## src/hw/nvsc_defines.vh

```
`ifndef NVSC_DEFINES_VH
`define NVSC_DEFINES_VH

// ==========================================
// opcodes
`define NVSC_OP_STORE        8'h3C
`define NVSC_OP_RECALL       8'h60
`define NVSC_OP_SAVE_EN      8'h59
`define NVSC_OP_SAVE_DIS     8'h19
`define NVSC_OP_SET_WEL      8'h06
`define NVSC_OP_SLEEP        8'hB9
`define NVSC_OP_SN_WRITE     8'hC2
`define NVSC_OP_SN_READ      8'hC3
`define NVSC_OP_SN_FREAD     8'hC9
`define NVSC_OP_ID_READ      8'h9F
`define NVSC_OP_ID_FREAD     8'h99

// ==========================================
// identification word fields (values arbitrary)
`define NVSC_ID_BANK         3'h1
`define NVSC_ID_MAKER        8'h5A
`define NVSC_ID_PRODUCT      14'h0123
`define NVSC_ID_DENSITY      4'h7
`define NVSC_ID_REV          3'h1
`define NVSC_ID_MAKER_MSB    31
`define NVSC_ID_MAKER_LSB    21
`define NVSC_ID_PROD_LSB     7
`define NVSC_ID_DENS_LSB     3

// ==========================================
// serial number
`define NVSC_SN_BYTES        8
`define NVSC_SN_RESET        8'h00

// ==========================================
// timing in ns and derived cycles at 50 ns
`define NVSC_CLK_NS          50
`define NVSC_T_SEQ_NS        500
`define NVSC_T_WAKE_NS       1000
`define NVSC_T_STORE_NS      2000
`define NVSC_SEQ_CYC         ((`NVSC_T_SEQ_NS + `NVSC_CLK_NS - 1) / `NVSC_CLK_NS)
`define NVSC_WAKE_CYC        ((`NVSC_T_WAKE_NS + `NVSC_CLK_NS - 1) / `NVSC_CLK_NS)
`define NVSC_STORE_CYC       ((`NVSC_T_STORE_NS + `NVSC_CLK_NS - 1) / `NVSC_CLK_NS)

`endif

```

## src/hw/nvsc_cmd_unit.v

```verilog
// Overview of operation
// RULE1: software store always copies the whole sram to nonvolatile cells.
// RULE2: store needs write latch set; latch clears at chip select rise.
// RULE3: recall reloads sram; needs latch; latch clears at chip select rise.
// RULE4: auto-save enable needs latch; volatile until stored; latch clears.
// RULE5: enable/disable report busy for sequence time; no effect without auto-save; code reports busy only when HAS_AUTO_SAVE is set.
// RULE6: auto-save on by default where present; disable turns it off.
// RULE7: auto-save disable needs latch; latch clears at chip select rise.
// RULE8: sleep takes sequence time, drives busy pin low, stores, then sleeps; code sets asleep in the same cycle the store starts.
// RULE9: sleep store runs only if sram written since last store or recall.
// RULE10: asleep: ignore clock and input, output floats, watch chip select.
// RULE11: chip select fall wakes; ready only after wake delay.
// RULE12: eight serial bytes default zero; no checksum computed.
// RULE13: serial write needs latch, bursts up to eight bytes, clears latch.
// RULE14: with lock bit set, serial write is ignored.
// RULE15: stored lock bit is never cleared by the device.
// RULE16: serial read shifts out eight bytes, no wrap.
// RULE17: fast serial read skips one dummy byte, then eight bytes.
// RULE18: id word: maker 31-21, product 20-7, density 6-3, revision 2-0.
// RULE19: maker code: upper three bits bank, lower eight number.
// RULE20: id read shifts out four id bytes.
// RULE21: fast id read skips one dummy byte, then four bytes.
// RULE22: opcodes 3C store, 60 recall, 59 enable, 19 disable.
// RULE23: busy shown on ready bit and busy pin during store or recall.
// RULE24: with latch clear, protected commands are ignored.
// RULE25: other opcodes are configurable constants.
// RULE26: timings are parameterised cycle counts from the device clock.
`timescale 1ns/1ns
`default_nettype none
`include "nvsc_defines.vh"

module nvsc_cmd_unit
#(
	parameter       HAS_AUTO_SAVE = 1,
	parameter [7:0] OP_SLEEP      = `NVSC_OP_SLEEP,
	parameter [7:0] OP_SN_WRITE   = `NVSC_OP_SN_WRITE,
	parameter [7:0] OP_SN_READ    = `NVSC_OP_SN_READ,
	parameter [7:0] OP_SN_FREAD   = `NVSC_OP_SN_FREAD,
	parameter [7:0] OP_ID_READ    = `NVSC_OP_ID_READ,
	parameter [7:0] OP_ID_FREAD   = `NVSC_OP_ID_FREAD
)
(
	// clock and reset
	input  wire i_clk_sys,
	input  wire i_rst,
	// spi pins
	input  wire i_cs_n,
	input  wire i_sck,
	input  wire i_si,
	output reg  o_so,
	output reg  o_so_oe,
	// device core links
	input  wire i_sram_written,
	input  wire i_lock_set,
	output reg  o_store_busy_pin_n,
	output reg  o_ready_n,
	output reg  o_write_latch,
	output reg  o_serial_lock_bit,
	output reg  o_power_loss_save,
	output reg  o_store_pulse,
	output reg  o_recall_pulse,
	output reg  o_asleep
);

	// ==========================================
	// states
	localparam [2:0] ST_OP    = 3'h0;
	localparam [2:0] ST_DUMMY = 3'h1;
	localparam [2:0] ST_SNW   = 3'h2;
	localparam [2:0] ST_OUT   = 3'h3;
	localparam [2:0] ST_DONE  = 3'h4;

	localparam [31:0] ID_WORD = {`NVSC_ID_BANK, `NVSC_ID_MAKER, `NVSC_ID_PRODUCT,
		`NVSC_ID_DENSITY, `NVSC_ID_REV}; // RULE18 RULE19

	function [15:0] cyc16;
		input integer n;
		begin
			cyc16 = (n < 1) ? 16'h0001 : n[15:0];
		end
	endfunction

	// ==========================================
	// pin synchronisers
	reg [1:0] cs_s;
	reg [1:0] sck_s;
	reg [1:0] si_s;
	reg       cs_d;
	reg       sck_d;

	always @(posedge i_clk_sys or posedge i_rst)
	begin
		if (i_rst)
		begin
			cs_s  <= 2'b11;
			sck_s <= 2'b00;
			si_s  <= 2'b00;
			cs_d  <= 1'b1;
			sck_d <= 1'b0;
		end
		else
		begin
			cs_s  <= {cs_s[0], i_cs_n};
			sck_s <= {sck_s[0], i_sck};
			si_s  <= {si_s[0], i_si};
			cs_d  <= cs_s[1];
			sck_d <= sck_s[1];
		end
	end

	wire cs_low  = ~cs_s[1];
	wire cs_fall = cs_d & ~cs_s[1];
	wire cs_rise = ~cs_d & cs_s[1];
	wire sck_up  = cs_low & ~sck_d & sck_s[1];
	wire sck_dn  = cs_low & sck_d & ~sck_s[1];

	// ==========================================
	// timers and serial memory
	reg         seq_start;
	reg         nv_start;
	reg         wake_start;
	reg  [15:0] nv_len;
	wire        seq_busy;
	wire        nv_busy;
	wire        wake_busy;
	reg         sn_we;
	reg  [2:0]  sn_waddr;
	reg  [2:0]  sn_raddr;
	wire [7:0]  sn_rdata;
	reg  [7:0]  shreg;

	nvsc_timer u_seq
	(
		.i_clk_sys (i_clk_sys),
		.i_rst     (i_rst),
		.i_start   (seq_start),
		.i_len     (cyc16(`NVSC_SEQ_CYC)),
		.o_busy    (seq_busy)
	); // RULE26

	nvsc_timer u_nv
	(
		.i_clk_sys (i_clk_sys),
		.i_rst     (i_rst),
		.i_start   (nv_start),
		.i_len     (nv_len),
		.o_busy    (nv_busy)
	);

	nvsc_timer u_wake
	(
		.i_clk_sys (i_clk_sys),
		.i_rst     (i_rst),
		.i_start   (wake_start),
		.i_len     (cyc16(`NVSC_WAKE_CYC)),
		.o_busy    (wake_busy)
	);

	nvsc_sn_mem u_sn
	(
		.i_clk_sys (i_clk_sys),
		.i_rst     (i_rst),
		.i_we      (sn_we),
		.i_waddr   (sn_waddr),
		.i_wdata   (shreg),
		.i_raddr   (sn_raddr),
		.o_rdata   (sn_rdata)
	); // RULE12

	// ==========================================
	// command engine
	reg [2:0]  state;
	reg [2:0]  bitcnt;
	reg [7:0]  op;
	reg [3:0]  bytecnt;
	reg [3:0]  nbytes;
	reg [7:0]  outbyte;
	reg        load_out;
	reg        dirty;
	reg        sleep_pend;
	reg        sleep_store;
	reg        lock_saved;
	reg        clr_wel;

	wire [7:0] byte_in = {shreg[6:0], si_s[1]};
	wire       busy    = seq_busy | nv_busy | wake_busy | sleep_pend;
	wire [7:0] id_byte = ID_WORD[8'd31 - {bytecnt[1:0], 3'h0} -: 8];

	always @(posedge i_clk_sys or posedge i_rst)
	begin
		if (i_rst)
		begin
			state              <= ST_OP;
			shreg              <= 8'h00;
			bitcnt             <= 3'h0;
			op                 <= 8'h00;
			bytecnt            <= 4'h0;
			nbytes             <= 4'h0;
			outbyte            <= 8'h00;
			load_out           <= 1'b0;
			dirty              <= 1'b0;
			sleep_pend         <= 1'b0;
			sleep_store        <= 1'b0;
			lock_saved         <= 1'b0;
			clr_wel            <= 1'b0;
			seq_start          <= 1'b0;
			nv_start           <= 1'b0;
			wake_start         <= 1'b0;
			nv_len             <= 16'h0001;
			sn_we              <= 1'b0;
			sn_waddr           <= 3'h0;
			sn_raddr           <= 3'h0;
			o_so               <= 1'b0;
			o_so_oe            <= 1'b0;
			o_store_busy_pin_n <= 1'b1;
			o_ready_n          <= 1'b0;
			o_write_latch      <= 1'b0;
			o_serial_lock_bit  <= 1'b0;
			o_power_loss_save  <= (HAS_AUTO_SAVE != 0); // RULE6
			o_store_pulse      <= 1'b0;
			o_recall_pulse     <= 1'b0;
			o_asleep           <= 1'b0;
		end
		else
		begin
			seq_start      <= 1'b0;
			nv_start       <= 1'b0;
			wake_start     <= 1'b0;
			sn_we          <= 1'b0;
			o_store_pulse  <= 1'b0;
			o_recall_pulse <= 1'b0;
			o_ready_n      <= busy;
			o_store_busy_pin_n <= ~(nv_busy | sleep_store); // RULE23
			if (i_lock_set)
				o_serial_lock_bit <= 1'b1;
			if (o_store_pulse)
				lock_saved <= lock_saved | o_serial_lock_bit; // RULE15
			// sleep: after sequence time, enter sleep and, if dirty, start a store in the same cycle
			if (sleep_pend & ~seq_busy & ~seq_start)
			begin
				sleep_pend <= 1'b0;
				o_asleep   <= 1'b1; // RULE8
				if (dirty) // RULE9
				begin
					nv_start      <= 1'b1;
					nv_len        <= cyc16(`NVSC_STORE_CYC);
					o_store_pulse <= 1'b1;
					sleep_store   <= 1'b1;
					dirty         <= 1'b0;
					lock_saved    <= lock_saved | o_serial_lock_bit;
				end
			end
			if (sleep_store & ~nv_busy & ~nv_start)
				sleep_store <= 1'b0;
			if (o_asleep)
			begin
				o_so_oe <= 1'b0; // RULE10
				if (cs_fall)
				begin
					o_asleep   <= 1'b0;
					wake_start <= 1'b1; // RULE11
				end
				state <= ST_DONE;
			end
			else if (cs_rise | ~cs_low)
			begin
				state   <= ST_OP;
				bitcnt  <= 3'h0;
				bytecnt <= 4'h0;
				o_so_oe <= 1'b0;
				if (cs_rise & clr_wel)
					o_write_latch <= 1'b0; // RULE2 RULE3 RULE4 RULE7 RULE13
				if (cs_rise)
					clr_wel <= 1'b0;
			end
			else
			begin
				if (sck_up)
				begin
					shreg  <= byte_in;
					bitcnt <= bitcnt + 3'h1;
				end
				if (sck_up & (bitcnt == 3'h7))
				begin
					case (state)
						ST_OP:
						begin
							op    <= byte_in;
							state <= ST_DONE;
							if (busy)
								state <= ST_DONE; // RULE11 RULE23
							else if (byte_in == `NVSC_OP_SET_WEL)
								o_write_latch <= 1'b1;
							else if ((byte_in == `NVSC_OP_STORE) & o_write_latch) // RULE22 RULE24
							begin
								clr_wel       <= 1'b1;
								nv_start      <= 1'b1;
								nv_len        <= cyc16(`NVSC_STORE_CYC);
								o_store_pulse <= 1'b1; // RULE1
								dirty         <= 1'b0;
							end
							else if ((byte_in == `NVSC_OP_RECALL) & o_write_latch)
							begin
								clr_wel        <= 1'b1;
								nv_start       <= 1'b1;
								nv_len         <= cyc16(`NVSC_STORE_CYC);
								o_recall_pulse <= 1'b1;
								dirty          <= 1'b0;
							end
							else if (((byte_in == `NVSC_OP_SAVE_EN) | (byte_in == `NVSC_OP_SAVE_DIS))
								& o_write_latch)
							begin
								clr_wel <= 1'b1;
								if (HAS_AUTO_SAVE != 0) // RULE5
								begin
									seq_start         <= 1'b1;
									o_power_loss_save <= (byte_in == `NVSC_OP_SAVE_EN); // RULE4 RULE6
								end
							end
							else if (byte_in == OP_SLEEP) // RULE25
							begin
								seq_start  <= 1'b1;
								sleep_pend <= 1'b1;
							end
							else if ((byte_in == OP_SN_WRITE) & o_write_latch)
							begin
								clr_wel <= 1'b1;
								if (~o_serial_lock_bit & ~lock_saved) // RULE14
									state <= ST_SNW;
							end
							else if ((byte_in == OP_SN_READ) | (byte_in == OP_ID_READ))
							begin
								state    <= ST_OUT;
								load_out <= 1'b1;
								nbytes   <= (byte_in == OP_SN_READ) ? 4'h8 : 4'h4; // RULE16 RULE20
							end
							else if ((byte_in == OP_SN_FREAD) | (byte_in == OP_ID_FREAD))
							begin
								state  <= ST_DUMMY; // RULE17 RULE21
								nbytes <= (byte_in == OP_SN_FREAD) ? 4'h8 : 4'h4;
							end
						end
						ST_DUMMY:
						begin
							state    <= ST_OUT;
							load_out <= 1'b1;
						end
						ST_SNW:
						begin
							sn_we    <= 1'b1; // RULE13
							sn_waddr <= bytecnt[2:0];
							bytecnt  <= bytecnt + 4'h1;
							if (bytecnt == 4'h7)
								state <= ST_DONE;
						end
						ST_OUT:
						begin
							bytecnt  <= bytecnt + 4'h1;
							load_out <= 1'b1;
							if (bytecnt + 4'h1 == nbytes)
								state <= ST_DONE; // RULE16 RULE17
						end
						default:
							state <= ST_DONE;
					endcase
				end
				// look one byte ahead so the registered read has settled when the next byte loads
				sn_raddr <= ((state == ST_OUT) & (bitcnt == 3'h7)) ? (bytecnt[2:0] + 3'h1) : bytecnt[2:0];
				if (load_out & ~sck_up)
				begin
					load_out <= 1'b0;
					outbyte  <= ((op == OP_SN_READ) | (op == OP_SN_FREAD)) ? sn_rdata : id_byte;
				end
				if (sck_dn & (state == ST_OUT))
				begin
					o_so_oe <= 1'b1;
					o_so    <= outbyte[3'h7 - bitcnt];
				end
				else if (sck_dn)
					o_so_oe <= 1'b0;
			end
			// a write landing with a store start still marks the array dirty
			if (i_sram_written)
				dirty <= 1'b1;
		end
	end

endmodule // nvsc_cmd_unit
`default_nettype wire

```

## src/hw/nvsc_sn_mem.v

```verilog
`timescale 1ns/1ns
`default_nettype none
`include "nvsc_defines.vh"

module nvsc_sn_mem
(
	// clock and reset
	input  wire       i_clk_sys,
	input  wire       i_rst,
	// write port
	input  wire       i_we,
	input  wire [2:0] i_waddr,
	input  wire [7:0] i_wdata,
	// read port
	input  wire [2:0] i_raddr,
	output reg  [7:0] o_rdata
);

	reg [7:0] mem [0:`NVSC_SN_BYTES-1];
	integer   k;

	always @(posedge i_clk_sys or posedge i_rst)
	begin
		if (i_rst)
		begin
			for (k = 0; k < `NVSC_SN_BYTES; k = k + 1)
				mem[k] <= `NVSC_SN_RESET;
			o_rdata <= 8'h00;
		end
		else
		begin
			if (i_we)
				mem[i_waddr] <= i_wdata;
			o_rdata <= mem[i_raddr];
		end
	end

endmodule // nvsc_sn_mem
`default_nettype wire

```

## src/hw/nvsc_timer.v

```verilog
`timescale 1ns/1ns
`default_nettype none

module nvsc_timer
(
	// clock and reset
	input  wire        i_clk_sys,
	input  wire        i_rst,
	// control
	input  wire        i_start,
	input  wire [15:0] i_len,
	output reg         o_busy
);

	reg [15:0] cnt;

	always @(posedge i_clk_sys or posedge i_rst)
	begin
		if (i_rst)
		begin
			cnt    <= 16'h0000;
			o_busy <= 1'b0;
		end
		else if (i_start)
		begin
			cnt    <= i_len;
			o_busy <= 1'b1;
		end
		else if (cnt > 16'h0001)
			cnt <= cnt - 16'h0001;
		else
		begin
			cnt    <= 16'h0000;
			o_busy <= 1'b0;
		end
	end

endmodule // nvsc_timer
`default_nettype wire

```

## config.mk

```make
export PLATFORM = sky130hd
export DESIGN_NAME = nvsc_cmd_unit
export DESIGN_NICKNAME = d
export VERILOG_FILES = /design/src/hw/nvsc_cmd_unit.v /design/src/hw/nvsc_sn_mem.v /design/src/hw/nvsc_timer.v
export VERILOG_INCLUDE_DIRS = /design/src /design/src/hw
export SDC_FILE = /design/constraint.sdc
export NUM_CORES = 1
export LEC_CHECK = 0
export BUFFER_PORTS_ARGS = -buffer_cell sky130_fd_sc_hd__buf_2
export CAP_MARGIN = 10
export CORE_MARGIN = 4
export CORE_UTILIZATION = 55
export CTS_BUF_LIST = sky130_fd_sc_hd__clkbuf_16
export CTS_CLUSTER_DIAMETER = 100
export DETAILED_ROUTE_END_ITERATION = 7
export GPL_TIMING_DRIVEN = 1
export PLACE_DENSITY = 0.84
export SLEW_MARGIN = 15
export SYNTH_ARGS = -nofsm -noshare
export SYNTH_HDL_FRONTEND = slang
export SYNTH_SLANG_ARGS = --single-unit
```

## constraint.sdc

```tcl
create_clock -name i_clk_sys -period 6.1 [get_ports i_clk_sys]
set_input_delay 0.61 -clock i_clk_sys [delete_from_list [all_inputs] [get_ports i_clk_sys]]
set_output_delay 0.61 -clock i_clk_sys [all_outputs]
set_load 0.02 [all_outputs]
```

Word-level counts from Yosys, hierarchy flattened
Index checks and enable logic that the tools add are counted.
{"block": "word_totals", "regBits": 211, "out_inout_bits": 10, "elab_cells": 348}
{"block": "op_classes", "n_bitwise": 53, "muxes": 160, "n_eq_ne": 37, "order_cmp": 7, "n_reduce_logical": 32, "add_sub_neg": 8, "n_shift": 1}
{"op": "16-bit 2-to-1 mux", "n": 16}
{"op": "1-bit 2-to-1 mux", "n": 109}
{"op": "64-bit bitwise mux", "n": 1}
{"op": "8-bit == test, second input constant", "n": 8}
{"op": "3-bit 2-to-1 mux", "n": 18}
{"op": "16-bit by 1-bit > comparator with 1-bit output, second input constant", "n": 3}
{"op": "16-bit by 1-bit subtractor with 16-bit output, second input constant", "n": 3}
{"op": "39-bit by 9-bit indexed part select with 8-bit output, first input constant", "n": 1}
{"op": "8-bit 2-to-1 mux", "n": 4}
{"op": "4-bit 2-to-1 mux", "n": 7}
{"op": "8-bit binary-select mux with 3-bit select", "n": 1}
{"op": "8-bit demux with 3-bit select", "n": 1}
{"op": "3-bit != test, second input constant", "n": 8}
{"op": "12-bit AND reduction", "n": 2}
{"op": "1-bit NOT", "n": 21}
{"op": "1-bit AND", "n": 20}
{"op": "2-bit nonzero test", "n": 9}
{"op": "8-bit by 7-bit == test with 1-bit output, second input constant", "n": 2}
{"op": "3-bit AND reduction", "n": 5}
{"op": "3-bit case mux with 4 select lines", "n": 1}
{"op": "2-bit != test, second input constant", "n": 5}
{"op": "1-bit bitwise OR", "n": 10}
{"op": "9-bit AND reduction", "n": 1}
{"op": "8-bit by 3-bit == test with 1-bit output, second input constant", "n": 1}
{"op": "30 further kinds", "n": 41}

Depth between registers and ports, before layout
Gate-level depths: netlist of the first run.
{"block": "logic_depth", "depth_word": 15, "ltp_mapped": 8, "mapped_depth_nobuf": 7}

Cells and area by module
Synthesis of the first run repeated with hierarchy kept, for this count alone.
{"block": "unflattened", "cells_unflattened": 836, "hier_area_um2": 10224.8}
{"module": "nvsc_cmd_unit", "instances": 1, "cells_per_inst": 340, "area_each_um2": 3980.1}
{"module": "nvsc_sn_mem", "instances": 1, "cells_per_inst": 181, "area_each_um2": 3200.6}
{"module": "nvsc_timer", "instances": 3, "cells_per_inst": 105, "area_each_um2": 1014.7}

Worst setup path before layout of the first run
OpenSTA, ideal clock, no wires.
{"block": "synth_path", "path_kind": "flip-flop to flip-flop", "startpoint": "register o_asleep", "endpoint": "register nbytes[3]", "synth_period_minus_slack_ns": 2.209, "arrival_ns": 2.085, "required_time_ns": 5.975, "path_stages_with_launch": 8, "slack_ns": 3.891, "path_buffers": 2, "cell_sequence": "dfrtp_1 -> clkbuf_1 -> nor4b_4 -> and2_0 -> clkbuf_1 -> nand4_1 -> nor2_1 -> mux2_2"}
{"block": "synth_between", "elab_chain_len": 2}
{"element": "start, declared", "line_no": "nvsc_cmd_unit.v:62", "rtl": "output reg o_asleep"}
{"element": "start signal, assigned", "line_no": "nvsc_cmd_unit.v:222", "rtl": "o_asleep <= 1'b0;"}
{"element": "start signal, assigned", "line_no": "nvsc_cmd_unit.v:242", "rtl": "o_asleep <= 1'b1;"}
{"element": "start signal, assigned", "line_no": "nvsc_cmd_unit.v:260", "rtl": "o_asleep <= 1'b0;"}
{"element": "1-bit NOT (no line)"}
{"element": "12-bit AND reduction (no line)"}
{"element": "end signal, assigned", "line_no": "nvsc_cmd_unit.v:335", "rtl": "nbytes <= (byte_in == OP_SN_READ) ? 4'h8 : 4'h4;"}
{"element": "end signal, assigned", "line_no": "nvsc_cmd_unit.v:340", "rtl": "nbytes <= (byte_in == OP_SN_FREAD) ? 4'h8 : 4'h4;"}
{"element": "end, declared", "line_no": "nvsc_cmd_unit.v:176", "rtl": "reg [3:0] nbytes;"}
Every way passes these cells.
A chain may end at the register's enable or synchronous reset.

Worst setup path in the final report of the first run
Ends and elaborated chain as after synthesis.

==> results of run 1 <==
==> final timing paths <==
| path | endpoint | slack (ns) | cells after the start |
|---|---|---|---|
| max | nbytes[3] | 3.45 | 5 |
| min | cs_s[0] | 0.20 | 1 |
| max reg2reg | nbytes[3] | 3.45 | 5 |
| min reg2reg | si_s[1] | 0.35 | 0 |
| max in group asynchronous | u_sn.mem[60] | 3.78 | 5 |
| min in group asynchronous | u_seq.cnt[6] | 0.54 | 3 |
==> cells by family after synthesis <==
family	synth area share [%]
compound gates	6.414
flops	55.25
fa+ha+maj	1.584
simple gates	14.66
buf+inv	2.600
xor+xnor	4.157
mux	15.34
==> stage by stage <==
| stage | instances | util, % | hold slack [ns] |
|---|---|---|---|
| after floorplan | 784 | - | 0.3312 |
| after global placement | 983 | 57.83 | 0.3326 |
| after detailed placement | 983 | 57.83 | 0.3387 |
| after CTS | 1022 | 62.29 | 0.1839 |
| after global routing | 1022 | 62.33 | 0.1806 |
| final | 1022 | 62.33 | 0.1957 |
==> cells in the mapped netlist, types with 3 or more instances <==
cell type	count	area share, %
xnor2_1	28	2.6
nand4b_1	5	0.46
mux2i_1	8	0.84
nor2_1	62	2.5
or2_2	3	0.20
nor3b_2	3	0.40
dfrtp_1	203	54
nand3b_1	6	0.48
a21boi_0	3	0.24
nand2b_1	11	0.73
xor2_1	17	1.6
o31ai_1	19	1.5
and3_1	3	0.20
mux4_2	18	4.3
nor2b_1	6	0.40
and2_1	19	1.3
a31oi_1	3	0.20
nor4_1	7	0.46
or4_1	3	0.24
ha_1	12	1.6
dfstp_2	6	1.7
buf_2	5	0.26
inv_1	19	0.75
clkbuf_1	31	1.2
a21oi_1	13	0.69
nand4_1	7	0.46
mux2_2	86	10
o21ai_0	35	1.8
nand3_1	12	0.63
nor3_1	20	1.1
nand2_1	59	2.3
nor4b_1	3	0.28
o21bai_1	8	0.63
==> sequential cells by signal, indices dropped and copies added (netlist names), 3 cells and up <==
| signal | cells |
|---|---|
| shreg | 8 |
| nv_len | 16 |
| bytecnt | 4 |
| state | 3 |
| op | 8 |
| u_nv.cnt | 16 |
| u_wake.cnt | 16 |
| u_sn.mem | 64 |
| u_sn.o_rdata | 8 |
| u_seq.cnt | 16 |
| bitcnt | 3 |
| sn_waddr | 3 |
| outbyte | 8 |
| sn_raddr | 3 |
==> layout make-up <==
cell class	instances	area share, %
Clock buffer	22	5.270
Tap cell	220	2.635
Sequential cell	209	50.14
Inverter	19	0.7186
Timing Repair Buffer	20	1.078
Multi-Input combinational cell	516	38.36
Clock inverter	16	1.797
==> where the power goes <==
part | total, mW | internal [mW] | switching, mW | leakage [nW]
clock | 1.37 | 0.827 | 0.539 | 0.372
sequential | 1.53 | 1.41 | 0.117 | 2.86
combinational | 0.130 | 0.0588 | 0.0710 | 1.84
total | 3.02 | 2.30 | 0.728 | 5.07
==> metal layers <==
| metal | vias to the layer above | track usage (%) | routed length (um) |
|---|---|---|---|
| met5 | - | 0 | 0 |
| met4 | 0 | 5.664 | 507 |
| met3 | 50 | 3.293 | 924 |
| met2 | 164 | 31.35 | 8772 |
| met1 | 3024 | 27.16 | 8177 |
| li1 | 2768 | - | - |
==> worst max-delay path, stage by stage (launching register included) <==
cell and delay (ns):
dfrtp_1 0.48, nor4b_4 0.76, and2_0 0.42, nand4_1 0.27, nor2_1 0.25, mux2_2 0.35
==> results.json, run 1 <==
{
  "hold_class": "in2reg",
  "slew_violations": 0,
  "antenna_cells": 0,
  "postPlaceCellArea_um2": 9692,
  "dpl.hpwl_um": 11730,
  "clock_skew_ns": 0.02106,
  "period_share_pct": 43.37,
  "postSynth.asyncResetShare_pct": 100.0,
  "die_h_um": 139.3,
  "setup_viol": 0,
  "hold_viol_final": 0,
  "worst_slew_pin_slew_ns": 1.028,
  "startpoint": "o_asleep",
  "endpoint_kind": "flip-flop",
  "fin_tns_setup_ns": 0,
  "firstDrtPassIters": 5,
  "dp_slack_ns": 3.490,
  "flow.area_growth_from_synthesis_pct": 10.19,
  "cellPowerDensity_nw_per_um2": 289.5,
  "wire_per_inst_um": 17.99,
  "synthCells": 784,
  "synth_seq_cells": 209,
  "ant_nets": 0,
  "grt_max_degree": 81,
  "synth_cell_type_count": 63,
  "drt_iter0_markers": 352,
  "drc": 0,
  "min_period_ns": 2.646,
  "dieArea_um2": 19400,
  "required_ns": 6.50,
  "rows": 47,
  "post_cts_buffers": 0,
  "crit_path_start_kind": "flip-flop",
  "clock-sinks": 209,
  "fillers": 1246,
  "grtUsageTotal_pct": 19.33,
  "grt-ovfl-total": 0,
  "worstSkewPairLatency_ns": 0.51,
  "ir_drop_uv": 354.9,
  "clk_pin_slew_ns": 0.07,
  "ys_seq_area_share_pct": 55.25,
  "fin_total_pwr_mw": 3.024,
  "worstReg2RegStart": "o_asleep",
  "fmax_mhz": 378.0,
  "routabilityCongestion": 0.7892,
  "grt_pass1_wl_um": 31360,
  "clk_root_buffer_cell": "clkbuf_16",
  "synthesis.nets": 803,
  "pin_count": 17,
  "viasPerCell": 5.877,
  "final_cell_area_um2": 10450,
  "cp_max_fo": 15,
  "grt_pass1_vias": 6203,
  "ctsHoldBuffers": 1,
  "rsz0062_at_grt": "no",
  "vias": 6006,
  "start_util_pct": 56.57,
  "yosys_most_used_dff": "dfrtp_1",
  "p_leak_nw": 5.070,
  "die_w_um": 139.3,
  "layout-drive-gt1-share_pct": 22.82,
  "critPathKind": "reg2reg",
  "io_buffers": 16,
  "nets": 807,
  "syn_avg_cell_area_um2": 12.09,
  "final_cell_mix": "203 x dfrtp_1, 86 x mux2_2, 62 x nor2_1",
  "synth_edf_count": 0,
  "maxCapViolCount": 0,
  "status": "complete, no violations",
  "worst_slack_ns": 3.454,
  "cts_buffer_depth": 3,
  "final_common_cell": "dfrtp_1",
  "ff_latch_area_um2": 5238,
  "antenna_found_initial": 0,
  "cts_tree": "built",
  "cts_resized": 0,
  "worstPathArrival_ns": 3.04,
  "syn_area_um2": 9480,
  "multi_input_area_um2": 4008,
  "synth_warnings": 0,
  "relSlewSlack_pct": 31.49,
  "drt-total-wl_um": 18380,
  "coreArea_um2": 16760,
  "cts_buffers": 22,
  "min_from": "i_cs_n",
  "htreeDepth": 1
}
Note: power is estimated with default switching activity, not from simulation.
==> run 2, diff against run 1 <==
==> constraint.sdc (replaced) <==
create_clock -name i_clk_sys -period 2.3 [get_ports i_clk_sys]
set_input_delay 0.23 -clock i_clk_sys [delete_from_list [all_inputs] [get_ports i_clk_sys]]
set_output_delay 0.23 -clock i_clk_sys [all_outputs]
set_load 0.02 [all_outputs]
==> run 2 against run 1 <==
Utilization increased by 1.8 points. Sequential power increased to 2.5 times the previous value. Largest power group unchanged. Fmax increased by 20%. Cell area increased by 2.8%. Clock power increased to 2.5 times the previous value. Clock-buffer cell count increased by 1. Routed wire length increased by 4.5%. Worst hold slack improved by 0.073 ns.
==> results.json, run 2 (synthesized netlist as in run 1, its figures left out) <==
{
  "worstPathArrival_ns": 2.63,
  "final_cells": 1063,
  "firstDrtPassIters": 5,
  "r2r-end": "nv_len[0]",
  "htreeDepth": 1,
  "postPlaceCellArea_um2": 9982,
  "clock-sinks": 209,
  "maxCapViolCount": 0,
  "cts_tree": "built",
  "ant_nets": 0,
  "grt_pass1_wl_um": 33140,
  "antenna_found_initial": 0,
  "period_share_pct": 95.50,
  "start_util_pct": 56.57,
  "worst_slew_pin_slew_ns": 0.6522,
  "dpl.hpwl_um": 12130,
  "die_w_um": 139.3,
  "drt_iter0_markers": 408,
  "die_h_um": 139.3,
  "hold_viol_final": 0,
  "cp_max_fo": 17,
  "relSlewSlack_pct": 56.29,
  "cpPeakStageDelay_ns": 0.56,
  "hold_class": "in2async",
  "flow.area_growth_from_synthesis_pct": 13.32,
  "min_period_ns": 2.196,
  "largest_reg_flops": 64,
  "clock_skew_ns": 0.01782,
  "crit_chain": "or3b_1 > or4_4 > and3_4 > a21oi_4 > and2_1",
  "rows": 47,
  "wire_per_inst_um": 18.06,
  "largest-register": "u_sn.mem",
  "drt-total-wl_um": 19200,
  "worstReg2RegStart": "si_s[1]",
  "ir_drop_uv": 493.1,
  "p_leak_nw": 5.255,
  "status": "complete, no violations",
  "grt-ovfl-total": 0,
  "slowest_stage": "or4_4",
  "crit_path_start_kind": "flip-flop",
  "setup_viol": 0,
  "final_cell_mix": "203 x dfrtp_1, 86 x mux2_2, 61 x nor2_1",
  "routabilityCongestion": 0.8535,
  "endpoint_kind": "flip-flop",
  "cts_buffer_depth": 3,
  "post_cts_buffers": 0,
  "ff_latch_area_um2": 5238,
  "drc": 0,
  "fmax_mhz": 455.3,
  "regToRegSetupSlack_ns": 0.10,
  "layout-drive-gt1-share_pct": 25.50,
  "grt_pass1_vias": 6598,
  "vias": 6145,
  "nets": 849,
  "cts_buffers": 23,
  "io_buffers": 16,
  "rsz0062_at_grt": "no",
  "worstSkewPairLatency_ns": 0.51,
  "final_common_cell": "dfrtp_1",
  "slew_violations": 0,
  "dieArea_um2": 19400,
  "multi_input_area_um2": 3999,
  "fillers": 1234,
  "grt_max_degree": 98,
  "cellPowerDensity_nw_per_um2": 742.1,
  "worst_hold_slack_ns": 0.2687,
  "clk_root_buffer_cell": "clkbuf_16",
  "pin_count": 17,
  "dp_cells": 1019,
  "antenna_cells": 0,
  "clk_pin_slew_ns": 0.06,
  "grtUsageTotal_pct": 20.41,
  "viasPerCell": 5.781,
  "critPathKind": "reg2reg",
  "required_ns": 2.73,
  "final_cell_area_um2": 10740,
  "rr_worst_depth": 5,
  "coreArea_um2": 16760
}
## run 2: changes by cell type in the layout (fill, tap and decap cells not counted), sizes merged
| cell | before | now |
|---|---|---|
| buf | 19 | 55 |
| bufinv | 4 | 2 |
| clkbuf | 22 | 23 |
| clkinv | 9 | 5 |
| dlygate4sd3 | 1 | 6 |
| inv | 21 | 26 |
## run 2: timing repair
item | 4_1_cts | 5_1_grt
setup endpoints to repair | 0 | 8
hold buffers | 6 | 0
endpoints found under the hold margin | 18 | 0
gates resized for setup | 0 | 1
## run 2: worst max-delay path: cells and delay by family (launching register included)
family | cells | cell delay (ns)
flip-flops | 1 | 0.39
AO/OA/AOI/OAI | 1 | 0.34
AND/OR/NAND/NOR | 4 | 1.40
## run 2: where the power goes
group / switching, mW / leakage [nW] / internal, mW
Combinational: 0.425 / 2.03 / 0.244
Clock: 1.43 / 0.364 / 2.03
Sequential: 0.0877 / 2.86 / 3.75
## run 2: area by class of cell
class	instances	area share [%]
clock buffer	23	5.358
clock inverter	15	1.141
inverter	19	0.6988
multi-input combinational	516	37.22
sequential	209	48.75
tap	220	2.562
timing repair buffer	61	4.263
## run 2: how the worst max path moves through the flow
stage          startpoint          to  cells past startpoint
2_1_floorplan       i_rst   bitcnt[0]                      1
3_3_place_gp      si_s[1]  nv_len[10]                      5
3_5_place_dp      si_s[1]  nv_len[15]                      5
4_1_cts           si_s[1]   nv_len[0]                      5
5_1_grt          shreg[0]    state[2]                      6
6_report          si_s[1]   nv_len[0]                      5
## run 2: per-layer routing
metal,share of wire (%),vias to the layer above,track usage [%]
met5,0,-,0
met4,2.3,0,5.870
met3,4.2,46,3.431
met2,50,144,34.45
met1,44,3103,27.55
li1,-,2852,-
## run 2: metrics by stage
| step | setup TNS [ns] | utilization (%) | worst slack (ns) | power, mW |
|---|---|---|---|---|
| 4_1_cts | 0 | 64.08 | 0.1032 | 8.033 |
| 6_report | 0 | 64.10 | 0.1036 | 7.972 |
| 5_1_grt | 0 | 64.10 | 0.01529 | 8.291 |
| 2_1_floorplan | -129.78 | - | -0.6393 | 4.315 |
| 3_3_place_gp | 0 | 59.56 | 0.2184 | 4.539 |
| 3_5_place_dp | 0 | 59.56 | 0.1480 | 4.554 |
